==> src/pkg/fsg_consts.svh <==
// Contract
// - Idle, sleep, stop modes always cut flash current.
// - Slow run cuts current when standby set, idle.
// - Standby writes fetched from flash are ignored.
// - Flash access during standby raises standby reset.
// - Interrupt with flash vectors clears standby first.
// - Interrupt with RAM vectors keeps standby unchanged.
// - RAM vector into flash during standby resets.
// - Serial programming holds port inputs fixed after reset.
// - Gated ports also gate shared peripheral inputs.
// - Clock enable bit ungates serial clock pin.
// - General enable bit ungates all other ports.
// - Normal mode ignores gate register, inputs enabled.
// - Standby register always reads all zeros.
// - Normal mode gate register reads zero, writes ignored.
`ifndef FSG_CONSTS_SVH
`define FSG_CONSTS_SVH
`define FSG_ADDR_W 5
`define FSG_OFS_POWERDOWN 5'h00
`define FSG_OFS_PORTGATE 5'h04
`define FSG_OFS_SYSCTL3 5'h08
`define FSG_OFS_STATE 5'h0C
`define FSG_OFS_IRQ_STATUS 5'h10
`define FSG_OFS_IRQ_ENABLE 5'h14
`define FSG_OFS_IRQ_CLEAR 5'h18
`define FSG_BIT_STANDBY 0
`define FSG_BIT_GENERAL_EN 0
`define FSG_BIT_SCLK_EN 1
`define FSG_BIT_VECTOR_SEL 0
`define FSG_PORTGATE_SERIAL_TOP 4'hF
`define FSG_STANDBY_RESET_VAL 1'h0
`define FSG_GATE_RESET_VAL 1'h0
`define FSG_VSEL_RESET_VAL 1'h0
`define FSG_EV_STANDBY_RESET 0
`define FSG_EV_AUTO_CLEAR 1
`define FSG_EV_WRITE_REFUSED 2
`define FSG_EV_W 3
`define FSG_UNMAPPED_READ 32'h0000_0000
`endif

==> src/pkg/fsg_pkg.sv <==
package fsg_pkg;

  typedef enum logic [1:0]
  {
    FSG_IDLE = 2'h1,
    FSG_ACK = 2'h2
  } fsg_bus_state_t;

  typedef struct packed
  {
    fsg_bus_state_t busState;
    logic waitReq;
    logic [31:0] readData;
    logic standby;
    logic generalInEn;
    logic sclkInEn;
    logic vectorSel;
    logic [2:0] irqStatus;
    logic [2:0] irqEnable;
    logic irq;
    logic powerDown;
    logic standbyReset;
    logic portGeneralEn;
    logic portSclkEn;
  } fsg_state_t;

endpackage

==> src/verilog/fsg_flash_standby_gate.sv <==
// The placing of the registers and the Avalon-MM slave port were left to the implementer.
`include "fsg_consts.svh"

module fsg_flash_standby_gate
#(
  parameter int DATA_W = 32
)
(
  input wire logic mclk,
  input wire logic rst,
  input wire logic [`FSG_ADDR_W-1:0] avsAddress,
  input wire logic avsRead,
  input wire logic avsWrite,
  input wire logic [DATA_W-1:0] avsWriteData,
  input wire logic [3:0] avsByteEnable,
  output logic [DATA_W-1:0] avsReadData,
  output logic avsWaitRequest,
  input wire logic cpuFetchFromRam,
  input wire logic flashAccess,
  input wire logic interruptTaken,
  input wire logic ramVectorInFlash,
  input wire logic lowPowerMode,
  input wire logic slowSingleClockRun,
  input wire logic serialProgMode,
  output logic flashPowerDown,
  output logic flashStandbyReset,
  output logic generalInputEnable,
  output logic serialClockInputEnable,
  output logic peripheralInputEnable,
  output logic irq
);

  fsg_pkg::fsg_state_t s_reg;
  fsg_pkg::fsg_state_t s_next;

  logic request;
  logic accept;
  logic wrLow;
  logic [DATA_W-1:0] rdMux;
  logic [`FSG_EV_W-1:0] events;
  logic [`FSG_EV_W-1:0] clearMask;
  logic standbyAfterInt;
  logic wrPowerDown;
  logic wrPortGate;
  logic wrSysCtl;
  logic wrIrqEnable;
  logic wrIrqClear;
  logic [`FSG_EV_W-1:0] statusNext;

  assign request = avsRead | avsWrite;
  assign accept = (s_reg.busState == fsg_pkg::FSG_ACK);
  assign wrLow = accept & avsWrite & avsByteEnable[0];
  assign wrPowerDown = wrLow & (avsAddress == `FSG_OFS_POWERDOWN);
  assign wrPortGate = wrLow & (avsAddress == `FSG_OFS_PORTGATE);
  assign wrSysCtl = wrLow & (avsAddress == `FSG_OFS_SYSCTL3);
  assign wrIrqEnable = wrLow & (avsAddress == `FSG_OFS_IRQ_ENABLE);
  assign wrIrqClear = wrLow & (avsAddress == `FSG_OFS_IRQ_CLEAR);

  // Each status bit is sticky: its event sets it, a clear write with that bit
  // high drops it, and the event wins when both land in the same cycle so that
  // software can never lose a standby reset it has not yet seen.
  genvar gi;
  generate
    for (gi = 0; gi < `FSG_EV_W; gi++)
    begin : g_status
      always_comb
      begin
        if (events[gi])
        begin
          statusNext[gi] = 1'b1;
        end
        else if (clearMask[gi])
        begin
          statusNext[gi] = 1'b0;
        end
        else
        begin
          statusNext[gi] = s_reg.irqStatus[gi];
        end
      end
    end
  endgenerate

  // Read data is formed from the current state when the request is first seen.
  always_comb
  begin
    rdMux = `FSG_UNMAPPED_READ;
    unique case (avsAddress)
      `FSG_OFS_POWERDOWN:
      begin
        rdMux = '0;
      end
      `FSG_OFS_PORTGATE:
      begin
        if (serialProgMode)
        begin
          rdMux[7:4] = `FSG_PORTGATE_SERIAL_TOP;
          rdMux[`FSG_BIT_SCLK_EN] = s_reg.sclkInEn;
          rdMux[`FSG_BIT_GENERAL_EN] = s_reg.generalInEn;
        end
        else
        begin
          rdMux = '0;
        end
      end
      `FSG_OFS_SYSCTL3:
      begin
        rdMux[`FSG_BIT_VECTOR_SEL] = s_reg.vectorSel;
      end
      `FSG_OFS_STATE:
      begin
        rdMux[0] = s_reg.standby;
        rdMux[1] = s_reg.powerDown;
        rdMux[2] = s_reg.portGeneralEn;
        rdMux[3] = s_reg.portSclkEn;
      end
      `FSG_OFS_IRQ_STATUS:
      begin
        rdMux[`FSG_EV_W-1:0] = s_reg.irqStatus;
      end
      `FSG_OFS_IRQ_ENABLE:
      begin
        rdMux[`FSG_EV_W-1:0] = s_reg.irqEnable;
      end
      default:
      begin
        rdMux = `FSG_UNMAPPED_READ;
      end
    endcase
  end

  always_comb
  begin
    s_next = s_reg;
    events = '0;
    clearMask = '0;
    standbyAfterInt = s_reg.standby;

    unique case (s_reg.busState)
      fsg_pkg::FSG_IDLE:
      begin
        if (request)
        begin
          s_next.busState = fsg_pkg::FSG_ACK;
          s_next.waitReq = 1'b0;
          s_next.readData = avsRead ? rdMux : '0;
        end
      end
      fsg_pkg::FSG_ACK:
      begin
        s_next.busState = fsg_pkg::FSG_IDLE;
        s_next.waitReq = 1'b1;
      end
    endcase

    // Software writes to the standby bit. A write whose instruction came from
    // flash is dropped whole, so a stray store cannot cut the array under the
    // code that is running from it.
    if (wrPowerDown)
    begin
      if (cpuFetchFromRam)
      begin
        s_next.standby = avsWriteData[`FSG_BIT_STANDBY];
      end
      else
      begin
        s_next.standby = s_reg.standby;
        events[`FSG_EV_WRITE_REFUSED] = 1'b1;
      end
    end

    // An interrupt either clears standby before the flash vector fetch or
    // leaves it, and in the latter case a vector into flash still resets.
    if (interruptTaken)
    begin
      if (!s_reg.vectorSel)
      begin
        s_next.standby = 1'b0;
        standbyAfterInt = 1'b0;
        if (s_reg.standby)
        begin
          events[`FSG_EV_AUTO_CLEAR] = 1'b1;
        end
      end
      else
      begin
        s_next.standby = s_reg.standby;
        if (s_reg.standby && ramVectorInFlash)
        begin
          events[`FSG_EV_STANDBY_RESET] = 1'b1;
        end
      end
    end

    // An access in the same cycle as an auto-clearing interrupt sees the
    // cleared bit, since that access is the vector fetch itself.
    if (flashAccess && standbyAfterInt)
    begin
      events[`FSG_EV_STANDBY_RESET] = 1'b1;
    end
    s_next.standbyReset = events[`FSG_EV_STANDBY_RESET];

    // The reset clears standby so the array comes back powered.
    if (events[`FSG_EV_STANDBY_RESET])
    begin
      s_next.standby = `FSG_STANDBY_RESET_VAL;
    end

    // Low-power modes cut the current with no register setting. In slow run
    // the cut follows the standby bit, and an access this cycle lifts the cut
    // from the next edge only, since flashPowerDown is registered.
    if (lowPowerMode)
    begin
      s_next.powerDown = 1'b1;
    end
    else
    begin
      s_next.powerDown = slowSingleClockRun & s_next.standby & !flashAccess;
    end

    // The gate bits only exist in serial programming mode; in normal mode a
    // write is dropped and every input stays open.
    if (wrPortGate && serialProgMode)
    begin
      s_next.generalInEn = avsWriteData[`FSG_BIT_GENERAL_EN];
      s_next.sclkInEn = avsWriteData[`FSG_BIT_SCLK_EN];
    end

    if (serialProgMode)
    begin
      s_next.portGeneralEn = s_next.generalInEn;
      s_next.portSclkEn = s_next.sclkInEn;
    end
    else
    begin
      s_next.portGeneralEn = 1'b1;
      s_next.portSclkEn = 1'b1;
    end

    if (wrSysCtl)
    begin
      s_next.vectorSel = avsWriteData[`FSG_BIT_VECTOR_SEL];
    end

    if (wrIrqEnable)
    begin
      s_next.irqEnable = avsWriteData[`FSG_EV_W-1:0];
    end
    if (wrIrqClear)
    begin
      clearMask = avsWriteData[`FSG_EV_W-1:0];
    end
    s_next.irqStatus = statusNext;
    s_next.irq = |(s_next.irqStatus & s_next.irqEnable);
  end

  // Port enables come out of reset gated; in normal mode they open one edge
  // after release, before any peripheral can act on a pin.
  always_ff @(posedge mclk)
  begin
    if (rst)
    begin
      s_reg.busState <= fsg_pkg::FSG_IDLE;
      s_reg.waitReq <= 1'b1;
      s_reg.readData <= '0;
      s_reg.standby <= `FSG_STANDBY_RESET_VAL;
      s_reg.generalInEn <= `FSG_GATE_RESET_VAL;
      s_reg.sclkInEn <= `FSG_GATE_RESET_VAL;
      s_reg.vectorSel <= `FSG_VSEL_RESET_VAL;
      s_reg.irqStatus <= '0;
      s_reg.irqEnable <= '0;
      s_reg.irq <= 1'b0;
      s_reg.powerDown <= 1'b0;
      s_reg.standbyReset <= 1'b0;
      s_reg.portGeneralEn <= 1'b0;
      s_reg.portSclkEn <= 1'b0;
    end
    else
    begin
      s_reg <= s_next;
    end
  end

  assign avsReadData = s_reg.readData;
  assign avsWaitRequest = s_reg.waitReq;
  assign flashPowerDown = s_reg.powerDown;
  assign flashStandbyReset = s_reg.standbyReset;
  assign generalInputEnable = s_reg.portGeneralEn;
  assign serialClockInputEnable = s_reg.portSclkEn;
  // Shared peripheral inputs follow the general port gate.
  assign peripheralInputEnable = s_reg.portGeneralEn;
  assign irq = s_reg.irq;

endmodule

==> config.mk <==
export PLATFORM = sky130hd
export DESIGN_NAME = fsg_flash_standby_gate
export DESIGN_NICKNAME = d
export VERILOG_FILES = /design/src/pkg/fsg_pkg.sv /design/src/verilog/fsg_flash_standby_gate.sv
export VERILOG_INCLUDE_DIRS = /design/src /design/src/pkg
export SDC_FILE = /design/constraint.sdc
export NUM_CORES = 1
export LEC_CHECK = 0
export ABC_AREA = 0
export BUFFER_PORTS_ARGS = -buffer_cell sky130_fd_sc_hd__buf_2
export CORE_MARGIN = 3
export CORE_UTILIZATION = 45
export DETAILED_ROUTE_END_ITERATION = 7
export PLACE_DENSITY_LB_ADDON = 0.08
export SLEW_MARGIN = 20
export SYNTH_ARGS = -nofsm -noshare
export SYNTH_HDL_FRONTEND = slang
export SYNTH_SLANG_ARGS = --single-unit
==> constraint.sdc <==
create_clock -name mclk -period 2.6 [get_ports mclk]
set_input_delay 0 -clock mclk [delete_from_list [all_inputs] [get_ports mclk]]
set_output_delay 0 -clock mclk [all_outputs]
set_load 0.1 [all_outputs]
==> impl_metrics.ini <==
[synthesis]
seq_area_frac_synth_pct = 31.9
synth_top_area_share_pct = 31.9
synth.largest_area_cell = dfxtp_1
synth.ff_latch_count = 22
yosysMostFrequentCell = buf_4
synth_edf_count = 0
synth_area_leaders = dfxtp_1 (32%), buf_4 (18%), nand3_1 (4.3%)
ys_types = 43
yosys_warnings = 0
syn_inst = 158
async_flop_share_pct = 0
avgSynthCellArea_um2 = 8.74
ys.flop_type = dfxtp_1
yosys-top-cells-count = buf_4 (33), dfxtp_1 (22), nand3_1 (12)
netlist_area_mm2 = 0.00138

[die]
die_y_um = 61.4
fp.dieW_um = 61.4
io_pins = 91
rows = 19
start_util_pct = 48.8
dieArea_mm2 = 0.00377
core_mm2 = 0.00283

[critical_path]
crit_type = reg -> reg
start_kind = flip-flop
worstReg2RegEnd = flashPowerDown
timing.rr.start = s_reg[48]
cp.arrival_ps = 2420
cp_max_fo = 11
r2r_cells = 5
crit_required_ps = 2800
r2r_slack_ps = 380
cp-end-kind = flip-flop

[layout]
multi_input_area_um2 = 723
final_layout_size_suffix_gt1_share_pct = 26.7
regArea_um2 = 440
finalNetCount = 241
fin_util_pct = 52.9
stdcell_area_mm2 = 0.00150
antenna-diode-count = 0
largest_reg_flops = 12
syn_to_final_growth_pct = 8.42
fillers = 279

[drt]
drt-pass1-iter-count = 4
first_iter_violations = 56
vias = 1133
routed_wl_um = 2900
avgRoutedWirePerCell_um = 13.3
drc = 0
viasPerCell = 5.20
antenna_left = 0

[grt]
antenna_found_initial = 0
grt_pass1_wl_um = 4550
track_usage_pct = 16.0
grt_start_max_net_pins = 23
grt_pass1_vias = 1035
overflow = 0

[cts]
clk_path_buf_depth = 2
clkSinkCount = 22
numCtsBuffers = 3
clockRootBuffer = clkbuf_4
h-tree-depth = 1
clk_pin_slew_ps = 110
worstSkewPairLatency_ps = 310
cts_tree = built

[timing]
setup_viol = 0
finalHoldViolCount = 0
fmax_ghz = 0.450
slew_headroom_pct = 61.4
finalCritPeriodShare_pct = 85.5
final.setup_skew_ps = 4.89
finalSetupTns_ps = 0
worstMarginPinSlew_ps = 573
rsz0062_at_grt = no
final.min_clock_period_ps = 2220
drv_slew = 0

[job]
maxCapViolations = 0

[power]
switchingPower_mw = 0.346
power_leakage_nw = 0.696
power.density_mw_per_mm2 = 524
power_frac_seq_pct = 44.7
ir_drop_uv = 394
pwr-share-comb_pct = 35.4
swShare_pct = 44.1
p_int_mw = 0.438
p_clk_share_pct = 19.8

[place]
gp_congestion = 0.755
port_buffers = 34
dp_hpwl_um = 2180
placed_cell_area_mm2 = 0.00140

[hold_path]
min_path_type = in -> reg
min_to = s_reg[49]
worstHoldPathCells = 3
hp-start = avsWrite

[status]
status = finished clean
## power groups by stage
stage                     clock [mW]  sequential (mW)  combinational, mW
after global placement             0            0.358              0.266
after CTS                      0.162            0.351              0.277
after floorplan                    0            0.388              0.231
final                          0.156            0.351              0.278
after detailed placement           0            0.358              0.267
after global routing           0.175            0.352              0.291
## placed cells by master, fill, tap and decap left out, types with 2 or more instances in the layout
cell type      Yosys  final
a21oi_1            7      7
a21oi_2            3      3
a31o_2             2      2
a41o_1             2      2
and3_1             2      2
and3b_2            2      2
buf_2              3     34
clkbuf_4           0      3
conb_1             1     24
dfxtp_1           22     22
dlygate4sd3_1      0      8
inv_1              6      6
mux2i_1            5      5
nand2_1            7      7
nand3_1           12     12
nand3_2            2      2
nand3b_1           2      2
nand4_1            2      2
nand4b_1           2      2
nor2_1            10     10
nor2b_1            7      7
nor4b_4            2      2
o21ai_0            2      2
## per-layer routing
layer | up-vias | wire [um] | part of all wire [%] | global-route usage, %
met5 | - | 0 | 0 | 0
met4 | 0 | 14 | 0.48 | 1.82
met3 | 2 | 237 | 8.2 | 4.40
met1 | 521 | 1250 | 43 | 20.8
li1 | 566 | - | - | -
met2 | 44 | 1390 | 48 | 27.3
## through the flow
stage | std cells | power (mW) | hold WS [ps] | setup WS [ps]
5_1_grt | 218 | 0.817 | 12.8 | 151
3_5_place_dp | 207 | 0.625 | 219 | 955
6_report | 218 | 0.784 | 2.44 | 378
3_3_place_gp | 207 | 0.624 | 210 | 989
2_1_floorplan | 181 | 0.619 | 90.8 | 528
4_1_cts | 218 | 0.789 | 1.11 | 392
## kinds of logic (layout without fill, tap and decap cells)
group / count (synthesis) / count (layout) / share of synthesized area, %
simple gates: 58 / 58 / 27.7
buf+inv: 45 / 51 / 22.0
compound gates: 27 / 27 / 14.5
flops: 22 / 22 / 31.9
mux: 5 / 5 / 3.62
other cells: 1 / 24 / 0.271
## final cells by class
cell class / instances / share of cell area [%]
Clock buffer: 3 / 1.50
Multi-Input combinational cell: 114 / 48.3
Inverter: 6 / 1.50
Sequential cell: 22 / 29.4
Tap cell: 31 / 2.59
Timing Repair Buffer: 42 / 16.7
## worst max-delay path by stage
stage / from / endpoint / slack (ps) / depth (start not counted)
2_1_floorplan: s_reg[48] / flashPowerDown / 530 / 5
3_3_place_gp: s_reg[48] / irq / 990 / 4
3_5_place_dp: s_reg[48] / flashPowerDown / 950 / 4
4_1_cts: s_reg[48] / flashPowerDown / 390 / 5
5_1_grt: s_reg[48] / flashPowerDown / 150 / 5
6_report: s_reg[48] / flashPowerDown / 380 / 5
## timing repair
action	CTS	global route
hold buffers	8	0
gates resized for setup	0	0
setup endpoints to repair	0	0
setup buffers	0	0
hold endpoints to repair	7	0
## critical path, stage by stage (launching register included)
cell           delay [ps]
dfxtp_1               350
and4b_1               530
a41oi_1               180
a211oi_1              340
o2bb2ai_1             140
dlygate4sd3_1         570
No activity file was read; power rests on OpenSTA's default activity.
